### src/core/rcc_pkg.sv
// Functional notes
// - Any reset source except break enters system reset
// - Oscillator stop declared after 3 ms
// - Four watchdog periods; reset on second overflow
// - Break reset touches only the core
// - Cause flags survive all resets but power-on; cause bit set
// - Bit 0 set on power up
// - Bit 1 set on oscillator stop
// - No detector: bit 1 reads zero
// - Bit 2 set on watchdog reset
// - Pin reset leaves cause flags alone
// - System reset overrides all activity
// - Non-break reset initialises power and registers
// - Core vectors 0000H, 0002H or 0004H
//
// Purpose: constants and types of the reset cause controller
// Assumes: 100 MHz system clock, 16-bit register address
// Notes:   cause flags live in reset_cause_flags at 0xf001
package rcc_pkg;
  // ****************************************
  // Register map
  // ****************************************
  localparam logic [15:0] ADDR_CAUSE    = 16'hf001;
  localparam logic [15:0] ADDR_CTRL     = 16'hf0f0;
  localparam logic [15:0] ADDR_IRQ_STAT = 16'hf0f1;
  localparam logic [15:0] ADDR_IRQ_MASK = 16'hf0f2;
  // Cause flag positions and layout
  localparam int          CAUSE_POR_BIT = 0;
  localparam int          CAUSE_OSC_BIT = 1;
  localparam int          CAUSE_WDT_BIT = 2;
  localparam logic [7:0]  CAUSE_RST_VAL = 8'h01;
  localparam logic [7:0]  CAUSE_MASK    = 8'h07;
  // Interrupt status layout
  localparam int          IRQ_WDT1_BIT  = 0;
  localparam int          IRQ_BRK_BIT   = 1;
  localparam logic [7:0]  IRQ_MASK_BITS = 8'h03;
  localparam logic [7:0]  CTRL_MASK     = 8'h03;
  // ****************************************
  // Timing
  // ****************************************
  localparam int CLK_MHZ         = 100;
  localparam int OSC_STOP_TIME_US = 3000;
  localparam int OSC_STOP_CYC    = OSC_STOP_TIME_US * CLK_MHZ;
  localparam int RST_HOLD_CYC    = 16;
  // ****************************************
  // Core vectors
  // ****************************************
  localparam logic [15:0] VEC_SP     = 16'h0000;
  localparam logic [15:0] VEC_PC     = 16'h0002;
  localparam logic [15:0] VEC_PC_BRK = 16'h0004;
  localparam logic [1:0]  BRK_LVL_MAX = 2'h1;
  // ****************************************
  // Types
  // ****************************************
  typedef enum logic [1:0] {
    WDT_250MS, WDT_1S, WDT_4S, WDT_16S
  } rcc_wdt_per_e;
  typedef enum logic [1:0] {
    ST_RUN, ST_SYS_RST, ST_CPU_RST
  } rcc_state_e;
  typedef struct packed {
    logic [15:0] addr;
    logic [7:0]  wdata;
    logic        wr;
    logic        rd;
  } rcc_bus_req_s;
  typedef struct packed {
    logic sys_rst_n;
    logic cpu_rst_n;
    logic pwr_rst_n;
  } rcc_rst_out_s;
endpackage : rcc_pkg

### src/core/rcc_reset_ctrl.sv
// Purpose: reset merging, hold and cause recording
// Assumes: all inputs synchronous to sys_clk; arst_n is power-on
// Notes:   cause flags are cleared only by power-on or software
`timescale 1ns/100ps
module rcc_reset_ctrl #(
  parameter int       OSC_STOP_CYC = rcc_pkg::OSC_STOP_CYC,
  parameter int       HOLD_CYC     = rcc_pkg::RST_HOLD_CYC,
  parameter bit       HAS_OSC_DET  = 1'b1
) (
  input  wire logic                 sys_clk,       // 100 MHz clock
  input  wire logic                 arst_n,        // Power-on reset
  input  wire rcc_pkg::rcc_bus_req_s bus_req,      // Register request
  output logic [7:0]                bus_rdata,     // Read data
  input  wire logic                 ext_rst_n,     // Reset pin level
  input  wire logic                 lsosc_in,      // Low-speed osc
  input  wire logic                 wdt_ovf,       // Overflow pulse
  input  wire logic                 wdt_clr,       // Counter cleared
  input  wire logic                 brk_exec,      // Break executed
  input  wire logic [1:0]           cpu_int_level, // Core level
  output rcc_pkg::rcc_rst_out_s     rst_out,       // Reset outputs
  output rcc_pkg::rcc_wdt_per_e     wdt_period,    // Period select
  output logic [15:0]               sp_vec_addr,   // SP vector
  output logic [15:0]               pc_vec_addr,   // PC vector
  output logic                      irq            // Interrupt
);
  localparam int OW = $clog2(OSC_STOP_CYC + 1);
  localparam int HW = $clog2(HOLD_CYC + 1);

  rcc_pkg::rcc_state_e state_reg;
  logic [HW-1:0]       hold_cnt_reg;
  logic [OW-1:0]       osc_cnt_reg;
  logic                lsosc_d_reg;
  logic                wdt_armed_reg;
  logic                brk_low_reg;
  logic [7:0]          cause_reg;
  logic [7:0]          cause_next;
  logic [7:0]          ctrl_reg;
  logic [7:0]          irq_stat_reg;
  logic [7:0]          irq_mask_reg;
  logic [7:0]          irq_set;
  logic                osc_stop_det;
  logic                wdt_rst_req;
  logic                sys_cause;
  logic                sfr_init;
  logic                cause_wr;

  // Address match for one register access
  function automatic logic hit(input logic [15:0] a,
                               input logic [15:0] b);
    hit = (a == b);
  endfunction : hit

  // ****************************************
  // Reset sources
  // ****************************************
  // Oscillator stop: no edge on the low-speed input for the
  // detection time; counter restarts on every edge
  always_ff @(posedge sys_clk or negedge arst_n) begin
    if (!arst_n) begin
      lsosc_d_reg <= 1'b0;
      osc_cnt_reg <= '0;
    end else begin
      lsosc_d_reg <= lsosc_in;
      if (lsosc_in != lsosc_d_reg || state_reg == rcc_pkg::ST_SYS_RST ||
          osc_stop_det) begin
        osc_cnt_reg <= '0;
      end else begin
        osc_cnt_reg <= osc_cnt_reg + OW'(1);
      end
    end
  end

  // Detector absent: the source is tied off entirely
  assign osc_stop_det = HAS_OSC_DET &&
                        (osc_cnt_reg == OW'(OSC_STOP_CYC - 1));

  // First overflow only arms; the second one resets. An overflow
  // that meets a counter clear still arms, so none slips past
  always_ff @(posedge sys_clk or negedge arst_n) begin
    if (!arst_n) begin
      wdt_armed_reg <= 1'b0;
    end else if (sfr_init) begin
      wdt_armed_reg <= 1'b0;
    end else if (wdt_ovf) begin
      wdt_armed_reg <= 1'b1;
    end else if (wdt_clr) begin
      wdt_armed_reg <= 1'b0;
    end
  end

  assign wdt_rst_req = wdt_ovf && wdt_armed_reg;
  assign sys_cause   = !ext_rst_n || osc_stop_det || wdt_rst_req;

  // ****************************************
  // Reset sequencer
  // ****************************************
  // Power-on lands in system reset; a system cause wins over
  // everything, including a break reset in progress
  always_ff @(posedge sys_clk or negedge arst_n) begin
    if (!arst_n) begin
      state_reg    <= rcc_pkg::ST_SYS_RST;
      hold_cnt_reg <= HW'(HOLD_CYC);
    end else begin
      case (state_reg)
        rcc_pkg::ST_RUN: begin
          if (sys_cause) begin
            state_reg    <= rcc_pkg::ST_SYS_RST;
            hold_cnt_reg <= HW'(HOLD_CYC);
          end else if (brk_exec) begin
            state_reg    <= rcc_pkg::ST_CPU_RST;
            hold_cnt_reg <= HW'(HOLD_CYC);
          end
        end
        rcc_pkg::ST_SYS_RST, rcc_pkg::ST_CPU_RST: begin
          if (sys_cause) begin
            state_reg    <= rcc_pkg::ST_SYS_RST;
            hold_cnt_reg <= HW'(HOLD_CYC);
          end else if (hold_cnt_reg == '0) begin
            state_reg    <= rcc_pkg::ST_RUN;
          end else begin
            hold_cnt_reg <= hold_cnt_reg - HW'(1);
          end
        end
        default: begin
          state_reg <= rcc_pkg::ST_SYS_RST;
        end
      endcase
    end
  end

  // Break leaves power circuit and registers alone
  assign sfr_init          = (state_reg == rcc_pkg::ST_SYS_RST);
  assign rst_out.sys_rst_n = !sfr_init;
  assign rst_out.pwr_rst_n = !sfr_init;
  assign rst_out.cpu_rst_n = (state_reg == rcc_pkg::ST_RUN);

  // Interrupt level is caught when the break starts
  always_ff @(posedge sys_clk or negedge arst_n) begin
    if (!arst_n) begin
      brk_low_reg <= 1'b0;
    end else if (sfr_init) begin
      brk_low_reg <= 1'b0;
    end else if (state_reg == rcc_pkg::ST_RUN && !sys_cause &&
                 brk_exec) begin
      brk_low_reg <= (cpu_int_level <= rcc_pkg::BRK_LVL_MAX);
    end
  end

  // Vector addresses for the core's restart fetch
  always_ff @(posedge sys_clk or negedge arst_n) begin
    if (!arst_n) begin
      sp_vec_addr <= rcc_pkg::VEC_SP;
      pc_vec_addr <= rcc_pkg::VEC_PC;
    end else begin
      sp_vec_addr <= rcc_pkg::VEC_SP;
      pc_vec_addr <= brk_low_reg ? rcc_pkg::VEC_PC_BRK
                                 : rcc_pkg::VEC_PC;
    end
  end

  // ****************************************
  // Cause flags
  // ****************************************
  assign cause_wr = bus_req.wr && hit(bus_req.addr, rcc_pkg::ADDR_CAUSE);

  // Write loads, then hardware sets on top so a cause is never lost;
  // the pin has no flag of its own
  always_comb begin
    cause_next = cause_reg;
    if (cause_wr) begin
      cause_next = bus_req.wdata & rcc_pkg::CAUSE_MASK;
    end
    if (osc_stop_det) begin
      cause_next[rcc_pkg::CAUSE_OSC_BIT] = 1'b1;
    end
    if (wdt_rst_req) begin
      cause_next[rcc_pkg::CAUSE_WDT_BIT] = 1'b1;
    end
    if (!HAS_OSC_DET) begin
      cause_next[rcc_pkg::CAUSE_OSC_BIT] = 1'b0;
    end
  end

  // Only power-on touches this register at reset
  always_ff @(posedge sys_clk or negedge arst_n) begin
    if (!arst_n) begin
      cause_reg <= rcc_pkg::CAUSE_RST_VAL;
    end else begin
      cause_reg <= cause_next;
    end
  end

  // ****************************************
  // Control and interrupt registers
  // ****************************************
  // Ordinary registers return to defaults on system reset only
  always_ff @(posedge sys_clk or negedge arst_n) begin
    if (!arst_n) begin
      ctrl_reg     <= 8'h00;
      irq_mask_reg <= 8'h00;
    end else if (sfr_init) begin
      ctrl_reg     <= 8'h00;
      irq_mask_reg <= 8'h00;
    end else if (bus_req.wr) begin
      if (hit(bus_req.addr, rcc_pkg::ADDR_CTRL)) begin
        ctrl_reg <= bus_req.wdata & rcc_pkg::CTRL_MASK;
      end
      if (hit(bus_req.addr, rcc_pkg::ADDR_IRQ_MASK)) begin
        irq_mask_reg <= bus_req.wdata & rcc_pkg::IRQ_MASK_BITS;
      end
    end
  end

  assign wdt_period = rcc_pkg::rcc_wdt_per_e'(ctrl_reg[1:0]);

  // Status events: first overflow and an accepted break
  always_comb begin
    irq_set = 8'h00;
    irq_set[rcc_pkg::IRQ_WDT1_BIT] = wdt_ovf && !wdt_armed_reg;
    irq_set[rcc_pkg::IRQ_BRK_BIT]  = state_reg == rcc_pkg::ST_RUN &&
                                     !sys_cause && brk_exec;
  end

  // Read clears the status; an event in that cycle still sets
  always_ff @(posedge sys_clk or negedge arst_n) begin
    if (!arst_n) begin
      irq_stat_reg <= 8'h00;
    end else if (sfr_init) begin
      irq_stat_reg <= 8'h00;
    end else if (bus_req.rd &&
                 hit(bus_req.addr, rcc_pkg::ADDR_IRQ_STAT)) begin
      irq_stat_reg <= irq_set;
    end else begin
      irq_stat_reg <= irq_stat_reg | irq_set;
    end
  end

  // Level output, high while any unmasked status bit is set
  assign irq = |(irq_stat_reg & irq_mask_reg);

  // Read data one cycle after the strobe; unmapped reads zero
  always_ff @(posedge sys_clk or negedge arst_n) begin
    if (!arst_n) begin
      bus_rdata <= 8'h00;
    end else if (!bus_req.rd) begin
      bus_rdata <= 8'h00;
    end else if (hit(bus_req.addr, rcc_pkg::ADDR_CAUSE)) begin
      bus_rdata <= cause_reg;
    end else if (hit(bus_req.addr, rcc_pkg::ADDR_CTRL)) begin
      bus_rdata <= ctrl_reg;
    end else if (hit(bus_req.addr, rcc_pkg::ADDR_IRQ_STAT)) begin
      bus_rdata <= irq_stat_reg;
    end else if (hit(bus_req.addr, rcc_pkg::ADDR_IRQ_MASK)) begin
      bus_rdata <= irq_mask_reg;
    end else begin
      bus_rdata <= 8'h00;
    end
  end
endmodule : rcc_reset_ctrl

### config.mk
export PLATFORM = sky130hd
export DESIGN_NAME = rcc_reset_ctrl
export DESIGN_NICKNAME = d
export VERILOG_FILES = /design/src/core/rcc_pkg.sv /design/src/core/rcc_reset_ctrl.sv
export SDC_FILE = /design/constraint.sdc
export NUM_CORES = 1
export LEC_CHECK = 0
export ABC_CLOCK_PERIOD_IN_PS = 2300
export BUFFER_PORTS_ARGS = -buffer_cell sky130_fd_sc_hd__buf_4
export CAP_MARGIN = 20
export CELL_PAD_IN_SITES_DETAIL_PLACEMENT = 0
export CELL_PAD_IN_SITES_GLOBAL_PLACEMENT = 1
export CORE_MARGIN = 2
export CORE_UTILIZATION = 38
export CTS_CLUSTER_SIZE = 14
export DETAILED_ROUTE_END_ITERATION = 6
export PLACE_DENSITY = 0.92
export SETUP_SLACK_MARGIN = 0.5
export SYNTH_ARGS = -nofsm -noshare
export SYNTH_HDL_FRONTEND = slang
export SYNTH_SLANG_ARGS = --single-unit
### constraint.sdc
create_clock -name sys_clk -period 2.3 [get_ports sys_clk]
set_input_delay 0.23 -clock sys_clk [delete_from_list [all_inputs] [get_ports sys_clk]]
set_output_delay 0.23 -clock sys_clk [all_outputs]
set_load 0.005 [all_outputs]
# Yosys cells after proc, flatten, opt, wreduce, memory -nomap -nowiden
# Cells that the tools add are included.
# word_totals
reg_bits	67
input_bits	35
out_inout_bits	46
wordCells	93
# op_classes
n_addsub	2
n_lt_le_gt_ge	1
n_eq_ne	11
n_mux	33
n_bitwise	2
n_reduce_logical	30
# ops
op	n
8-bit two-way mux	13
16-bit == test (second input constant)	4
5-bit two-way mux	4
19-bit by 1-bit adder with 19-bit output (second input constant)	1
19-bit == test (second input constant)	1
19-bit two-way mux	1
2-bit nonzero test	7
5-bit one-hot mux with 2 select lines	1
8-bit AND	1
2-bit two-way mux	4
8-bit by 2-bit OR with 8-bit output	1
8-bit OR reduction	1
1-bit two-way mux	7
1-bit logical AND	6
3-bit two-way mux	2
3-bit != test (second input constant)	2
2-bit AND reduction	3
5-bit logical NOT	1
5-bit by 1-bit subtractor with 5-bit output (second input constant)	1
1-bit logical NOT	4
1-bit logical OR	4
2-bit one-hot mux with 2 select lines	1
3-bit by 2-bit != test with 1-bit output (second input constant)	1
3-bit AND reduction	1
7 further kinds	7

# Logic depth before layout (Yosys ltp)
# Gate-level depths: netlist (run 1).
# depth
word_depth	9
mapped_depth	7
ltp_nobuf	7

# Least setup slack after synthesis (run 1)
# Ideal clock, no wire load.
# synth_timing
kind	register to register
startpoint	register state_reg[0]
endpoint	register hold_cnt_reg[4]
t_arrival_ps	1668
required_time_ps	2220
setup_slack_ps	553
path_stages_with_launch	7
n_path_buf	0
cell_sequence	dfstp_2 inv_1 ha_1 nor2b_1 nor3b_1 nand2_1 o22a_1
# synth_between
elab_chain_len	4
# synth_rtl
item	line	rtl
start: declaration	rcc_reset_ctrl.sv:29	rcc_pkg::rcc_state_e state_reg;
start signal: assignment	rcc_reset_ctrl.sv:101	state_reg <= rcc_pkg::ST_SYS_RST;
start signal: assignment	rcc_reset_ctrl.sv:107	state_reg <= rcc_pkg::ST_SYS_RST;
start signal: assignment	rcc_reset_ctrl.sv:110	state_reg <= rcc_pkg::ST_CPU_RST;
2-bit by 1-bit == test with 1-bit output or 2-bit == test (tied branches)	rcc_reset_ctrl.sv:104	case (state_reg)
2-bit OR reduction	rcc_reset_ctrl.sv:104	
3-bit != test (no line) or 2-bit nonzero test (tied branches)	n/a	
3-bit AND reduction (no line)	n/a	
end signal: assignment	rcc_reset_ctrl.sv:102	hold_cnt_reg <= HW'(HOLD_CYC);
end signal: assignment	rcc_reset_ctrl.sv:108	hold_cnt_reg <= HW'(HOLD_CYC);
end signal: assignment	rcc_reset_ctrl.sv:111	hold_cnt_reg <= HW'(HOLD_CYC);
end: declaration	rcc_reset_ctrl.sv:30	logic [HW-1:0] hold_cnt_reg;
# Parallel ways exist; a longest one is shown, timed or not.
# A chain may end at the register's enable or synchronous reset.

# Final worst setup path (run 1)
# layout_timing
startpoint	register osc_cnt_reg[17]
endpoint	register hold_cnt_reg[1]
# layout_between
elab_chain_len	5
# layout_rtl
item	line	rtl
start: declaration	rcc_reset_ctrl.sv:31	logic [OW-1:0] osc_cnt_reg;
start signal: assignment	rcc_reset_ctrl.sv:68	osc_cnt_reg <= osc_cnt_reg + OW'(1);
19-bit == test (*)	rcc_reset_ctrl.sv:75	(osc_cnt_reg == OW'(OSC_STOP_CYC - 1));
1-bit logical OR (*) (2 in series)	rcc_reset_ctrl.sv:92	assign sys_cause = !ext_rst_n || osc_stop_det || wdt_rst_req;
3-bit != test (no line) (tied with other cells)	n/a	
3-bit AND reduction (no line) or 5-bit one-hot mux with 2 select lines (tied branches)	n/a	
# Every way passes the cells marked *; elsewhere a longest branch is shown, timed or not.

==> summary.txt, run 1 <==
Logic synthesis
  – Synth top area share: 0.398
  – Fraction of registers with async set or reset after synthesis: 1.00
  – Avg Inst Size Synth: 9.95 um2
  – Sequential fraction of the synthesis area: 0.440
  – Top FF cell, synth: dfrtp_1
  – EDFF count, synth: 0
  – Syn Inst Count: 253
  – Synth warn: 0
  – Synth cell types: 48
  – Cell taking the most area after synthesis: dfrtp_1
  – Synth Register Bits: 44
  – Synth top area cells: dfrtp_1 (40%), buf_4 (10%), nor2_1 (4.5%), dfstp_2 (4.2%), xor2_1 (4.2%)
  – Synthesized area: 2520 um2
  – Synth cell count leaders: dfrtp_1 (40), buf_4 (35), nor2_1 (30)
  – Most common cell in the netlist: dfrtp_1

Setup path
  – Worst EP arrival: 2.06 ns
  – Worst R2R Start: osc_cnt_reg[17]
  – Worst r2r dst: hold_cnt_reg[1]
  – Critical path's slowest cell: dfrtp_1
  – Crit start category: flip-flop
  – Required @ worst endpoint: 2.52 ns
  – Setup slack, reg-to-reg: 0.45 ns
  – Max incr delay on CP: 0.42 ns
  – Crit. End Element: flip-flop
  – Worst reg-to-reg path cell count: 5
  – CP Class: flip-flop to flip-flop
  – Critical-path cell list: nor3b_1 > nand4b_1 > o211a_4 > a21oi_4 > mux2i_1
  – Critical path fanouts, max: 5

GRT
  – Vias in the first global route: 1748
  – Largest net degree at the start of global routing: 45
  – Initial antenna violation count: 0
  – Tot GR Track Use: 0.134
  – Global-route wire length before repair: 7.90 mm
  – Final global-route overflow total: 0

Min path
  – Worst hold path class: input port to flip-flop
  – WHS Endpoint: lsosc_d_reg
  – Hold Startpoint: lsosc_in
  – Hold path cells: 1

Cells and area
  – # fillers: 579
  – Layout cells sized above 1: 0.292
  – Area Overhead vs Synth: 23.5%
  – Max reg flops: 19
  – Antenna cells: 0
  – Nets@finish: 345

Clocking
  – CTS sink count: 44
  – TritonCTS clock tree: done
  – Cts bufs inserted: 5
  – Root Driver: clkbuf_8
  – Bufs on Longest Clock Path: 2
  – H-tree levels: 2
  – Reg clk slew, reported paths: 0.09 ns
  – Worst-Skew Late Latency: 0.29 ns

STA
  – Peak Freq: 542 MHz
  – Finish-stage setup viols: 0
  – Worst Max-Slew Pin Slew: 0.554 ns
  – Final period util: 0.803
  – Final number of hold-violating endpoints: 0
  – Setup TNS: 0 ns
  – Relative slew slack: 0.631
  – Max Slew Vio Count: 0
  – Clk_skew: 0.00753 ns
  – Setup repair after global routing missed its margin: false
  – Final min period: 1.85 ns
  – Smallest setup slack after layout: 0.454 ns

Die
  – Die area: 7290 um2
  – Row count: 29
  – Die Span Y: 85.4 um
  – Core ar.: 6390 um2
  – Initial Util: 0.394
  – DIE WIDTH: 85.4 um
  – I/O pins: 81

Placed design
  – HPWL after DPL: 3.46 mm
  – Number of port buffers: 44
  – Pre-CTS WS: 0.327 ns
  – GPL Wtd Cong: 0.822

Routing
  – Initial DRC count: 100
  – DRC: 0
  – Antenna-violating nets left: 0
  – Vias after detailed routing: 1865
  – Final WL: 5.09 mm
  – First-pass DRT Iterations: 4
  – Wirelength per Cell: 13.3 um
  – Vias per cell: 4.88

Run
  – MaxCap Viol Count: 0

Outcome
  – Status: finished, final reports clean

Power
  – P_leak: 1.44 nW
  – Pwr Total: 2.46 mW
  – PwrDens: 792 nW/um2
  – Worst vdd ir: 0.619 mV
logic make-up after synthesis:
kind of cell	count (synthesis)	share of synthesized area
buffers and inverters	49	0.126
AO/OA/AOI/OAI	23	0.0637
AND/OR/NAND/NOR	101	0.232
multiplexers	9	0.0378
flip-flops	44	0.440
other	1	0.00149
XOR/XNOR	20	0.0696
adder cells (fa/ha/maj)	6	0.0298
how the worst max path moves through the flow:
stage                               start               to  slack (ns)  cells after the start
after floorplan              state_reg[0]  hold_cnt_reg[4]        0.55                      6
after global placement       state_reg[0]  hold_cnt_reg[4]        0.36                      6
after detailed placement     state_reg[0]  hold_cnt_reg[4]        0.33                      6
final                     osc_cnt_reg[17]  hold_cnt_reg[1]        0.45                      5
after global routing       osc_cnt_reg[5]      brk_low_reg        0.40                      6
after CTS                    state_reg[0]  hold_cnt_reg[4]        0.47                      6
worst max-delay path, delay by kind of cell (launching register included):
| kind | cells | cell delay, ns |
|---|---|---|
| mux | 1 | 0.20 |
| simple gates | 2 | 0.60 |
| compound gates | 2 | 0.56 |
| flops | 1 | 0.42 |
per-layer routing:
| layer | GRT usage | part of all wire |
|---|---|---|
| met2 | 0.212 | 0.46 |
| met5 | 0 | 0 |
| met4 | 0.0404 | 0.015 |
| met1 | 0.181 | 0.48 |
| met3 | 0.0350 | 0.047 |
area by class of cell:
| type | instances | area (um2) | area share |
|---|---|---|---|
| Tap cell | 77 | 96.3 | 0.0310 |
| Sequential cell | 44 | 1110 | 0.357 |
| Multi-Input combinational cell | 191 | 1310 | 0.422 |
| Clock buffer | 5 | 68.8 | 0.0222 |
| Clock inverter | 3 | 90.1 | 0.0290 |
| Inverter | 10 | 37.5 | 0.0121 |
| Timing Repair Buffer | 52 | 393 | 0.126 |
report_power, final:
group	total [mW]	switching [mW]	internal, mW
Sequential	0.939	0.0713	0.868
Combinational	0.716	0.366	0.350
Clock	0.807	0.264	0.543
Total	2.46	0.701	1.76
cells in the final DEF (no fill, tap or decap), types with 3 or more instances in the layout:
cell type / instances
a21oi_1: 6
and3_1: 4
buf_4: 51
bufinv_16: 3
clkbuf_8: 5
conb_1: 31
dfrtp_1: 38
dfstp_2: 4
ha_1: 4
inv_1: 10
mux2i_1: 8
nand2_1: 15
nand3_1: 12
nand4_1: 5
nand4b_1: 4
nor2_1: 30
nor2b_1: 5
nor3_1: 3
nor4b_2: 3
o21ai_0: 5
xnor2_1: 8
xor2_1: 12
per-stage QoR:
step	utilization	area, um2	hold slack (ns)	cells
global placement	0.436	2780	0.251	366
detailed placement	0.436	2780	0.262	366
finish	0.486	3110	0.0580	382
CTS	0.466	2980	0.0517	375
global route	0.486	3110	0.0450	382
floorplan	-	2630	-0.0656	283
timing repair:
| action | CTS | global route |
|---|---|---|
| endpoints found under the setup margin | 24 | 26 |
| cloned | 0 | 1 |
| hold buffers | 1 | 0 |
| buffers inserted | 0 | 6 |
| pin swaps | 1 | 4 |
| endpoints found under the hold margin | 40 | 0 |
| resized for setup | 7 | 11 |
Note: power is estimated with default switching activity, not from simulation.
==> run 2: changes to the inputs <==
--- a/config.mk
+++ b/config.mk
@@ -5,13 +5,14 @@
 export SDC_FILE = /design/constraint.sdc
 export NUM_CORES = 1
 export LEC_CHECK = 0
-export ABC_CLOCK_PERIOD_IN_PS = 2300
+export ABC_AREA = 1
+export ABC_CLOCK_PERIOD_IN_PS = 1800
 export BUFFER_PORTS_ARGS = -buffer_cell sky130_fd_sc_hd__buf_4
 export CAP_MARGIN = 20
 export CELL_PAD_IN_SITES_DETAIL_PLACEMENT = 0
 export CELL_PAD_IN_SITES_GLOBAL_PLACEMENT = 1
 export CORE_MARGIN = 2
-export CORE_UTILIZATION = 38
+export CORE_UTILIZATION = 37
 export CTS_CLUSTER_SIZE = 14
 export DETAILED_ROUTE_END_ITERATION = 6
 export PLACE_DENSITY = 0.92
==> constraint.sdc (replaced) <==
create_clock -name sys_clk -period 1.8 [get_ports sys_clk]
set_input_delay 0.18 -clock sys_clk [delete_from_list [all_inputs] [get_ports sys_clk]]
set_output_delay 0.18 -clock sys_clk [all_outputs]
set_load 0.005 [all_outputs]
==> run 2 against run 1 <==
Die area grew 13%. Via count rose by 31%. Clock skew fell by 0.00067 ns. Global-route usage up 1.8 points. Critical path type unchanged. Critical endpoint is now osc_cnt_reg[10]. Largest power group is now combinational logic.
==> summary.txt, run 2 <==
Routing
  – Vias after detailed routing: 2436
  – DRC: 0
  – Final WL: 6.40 mm
  – Antenna-violating nets left: 0
  – Vias per cell: 4.44
  – First-pass DRT Iterations: 5
  – Wirelength per Cell: 11.7 um
  – Initial DRC count: 70

Min path
  – Hold path cells: 4
  – Hold Startpoint: wdt_clr
  – Worst hold path class: input port to flip-flop
  – WHS Endpoint: wdt_armed_reg

Setup path
  – CP Class: flip-flop to flip-flop
  – Worst reg-to-reg path cell count: 8
  – Worst R2R Start: osc_cnt_reg[5]
  – Setup slack, reg-to-reg: 0.27 ns
  – Critical path fanouts, max: 5
  – Worst EP arrival: 1.73 ns
  – Worst r2r dst: osc_cnt_reg[10]
  – Crit start category: flip-flop
  – Crit. End Element: flip-flop
  – Required @ worst endpoint: 1.99 ns

STA
  – Final number of hold-violating endpoints: 0
  – Peak Freq: 652 MHz
  – Setup TNS: 0 ns
  – Setup repair after global routing missed its margin: true
  – Final period util: 0.853
  – Final min period: 1.53 ns
  – Max Slew Vio Count: 0
  – Worst Max-Slew Pin Slew: 0.560 ns
  – Finish-stage setup viols: 0
  – Clk_skew: 0.00686 ns
  – Relative slew slack: 0.627

GRT
  – Final global-route overflow total: 0
  – Vias in the first global route: 2336
  – Initial antenna violation count: 0
  – Global-route wire length before repair: 10.3 mm
  – Tot GR Track Use: 0.152
  – Largest net degree at the start of global routing: 45

Cells and area
  – Area Overhead vs Synth: 39.8%
  – Nets@finish: 490
  – Layout cells sized above 1: 0.378
  – Util after Layout: 0.536
  – Antenna cells: 0
  – # fillers: 654
  – Commonest non-fill, non-tap cell in the layout: nand2_1
  – Most frequent cells in the layout: nand2_1 (71), buf_4 (70), nor2_1 (40)
  – Max reg flops: 19

Logic synthesis
  – EDFF count, synth: 0
  – Syn Inst Count: 361
  – Fraction of registers with async set or reset after synthesis: 1.00
  – Synth warn: 0
  – Synth cell types: 39
  – Avg Inst Size Synth: 7.70 um2
  – Top FF cell, synth: dfrtp_1
  – Most common cell in the netlist: nand2_1
  – Cell taking the most area after synthesis: dfrtp_1
  – Synth cell count leaders: nand2_1 (80), nor2_1 (57), inv_1 (42)
  – Synthesized area: 2780 um2
  – Sequential fraction of the synthesis area: 0.398
  – Synth top area cells: dfrtp_1 (36%), nand2_1 (11%), buf_4 (9.5%), nor2_1 (7.7%), inv_1 (5.7%)
  – Synth Register Bits: 44
  – Synth top area share: 0.360

Power
  – P_leak: 1.97 nW
  – PwrDens: 944 nW/um2
  – Worst vdd ir: 0.614 mV
  – Pwr Total: 3.67 mW

Placed design
  – GPL Wtd Cong: 0.824
  – HPWL after DPL: 4.10 mm
  – Number of port buffers: 44

Outcome
  – Status: finished, final reports clean

Clocking
  – Cts bufs inserted: 5
  – CTS sink count: 44
  – Root Driver: clkbuf_8
  – TritonCTS clock tree: done
  – Bufs on Longest Clock Path: 2
  – Worst-Skew Late Latency: 0.30 ns
  – Reg clk slew, reported paths: 0.08 ns
  – H-tree levels: 2

Die
  – Die Span Y: 90.7 um
  – Core ar.: 7250 um2
  – Initial Util: 0.383
  – DIE WIDTH: 90.7 um
  – Row count: 31
  – I/O pins: 81
  – Die area: 8220 um2

Run
  – MaxCap Viol Count: 0
run 2: changes by cell type in the layout (fill, tap and decap cells not counted), moves of 5 or more:
cell	before	now
nor2_2	0	12
nor2_1	30	40
buf_6	0	11
xnor2_1	8	2
inv_2	0	6
buf_4	51	70
xor2_1	12	7
mux2i_1	8	0
inv_1	10	36
nand2_1	15	71
nor2_4	0	10
nor3_2	0	6
nand2_2	0	11
run 2: repair_timing:
action | 4_1_cts | 5_1_grt
hold endpoints to repair | 41 | 0
hold buffers | 2 | 0
pin swaps | 17 | 16
setup buffers | 24 | 15
setup endpoints to repair | 31 | 36
resized for setup | 34 | 42
gates cloned | 1 | 2
run 2: per-layer routing:
metal | track usage | vias up | routed length, um
li1 | - | 1250 | -
met1 | 0.197 | 1137 | 2830
met2 | 0.266 | 44 | 3290
met3 | 0.0242 | 5 | 216
met4 | 0.0372 | 0 | 63
met5 | 0 | - | 0
run 2: final cells by class:
class	count	area, um2	area share
Multi-Input combinational cell	266	1620	0.417
Tap cell	99	124	0.0319
Timing Repair Buffer	87	749	0.193
Clock inverter	2	35.0	0.00902
Clock buffer	6	72.6	0.0187
Sequential cell	44	1110	0.285
Inverter	45	176	0.0454
run 2: through the flow:
step | area (um2) | setup slack, ns | hold WS, ns | instances
2_1_floorplan | 2930 | 0.421 | -0.116 | 391
3_3_place_gp | 3110 | 0.244 | 0.212 | 497
3_5_place_dp | 3110 | 0.199 | 0.212 | 497
4_1_cts | 3560 | 0.305 | 0.101 | 532
5_1_grt | 3880 | 0.185 | 0.121 | 549
6_report | 3880 | 0.265 | 0.104 | 549
run 2: kinds of logic (layout without fill, tap and decap cells):
kind of cell    count (synthesis)  count (layout)  share of synthesized area
fa+ha+maj                       6               6                     0.0270
buf+inv                        83             140                      0.163
simple gates                  201             203                      0.345
other cells                     1              31                    0.00135
compound gates                 17              17                     0.0374
flops                          44              44                      0.398
xor+xnor                        9               9                     0.0284
run 2: worst max-delay path by stage:
stage,start,to,slack [ns],depth (start not counted)
after floorplan,osc_cnt_reg[0],osc_cnt_reg[12],0.42,8
after global placement,osc_cnt_reg[0],osc_cnt_reg[17],0.24,7
after global routing,osc_cnt_reg[15],osc_cnt_reg[3],0.19,9
after CTS,osc_cnt_reg[0],hold_cnt_reg[2],0.31,9
after detailed placement,osc_cnt_reg[0],osc_cnt_reg[17],0.20,7
final,osc_cnt_reg[5],osc_cnt_reg[10],0.27,8
run 2: report_power, final:
group,internal [mW],switching (mW)
clock network,0.412,0.340
registers,1.13,0.102
logic,0.843,0.837
total,2.39,1.28
run 2: worst max-delay path: stages, from the launching register on:
cell	delay, ns
dfrtp_1	0.44
nor2_2	0.14
nand2_2	0.07
nor2_4	0.15
nand3_4	0.16
buf_12	0.18
nand2_8	0.10
clkbuf_16	0.14
nor2_1	0.04
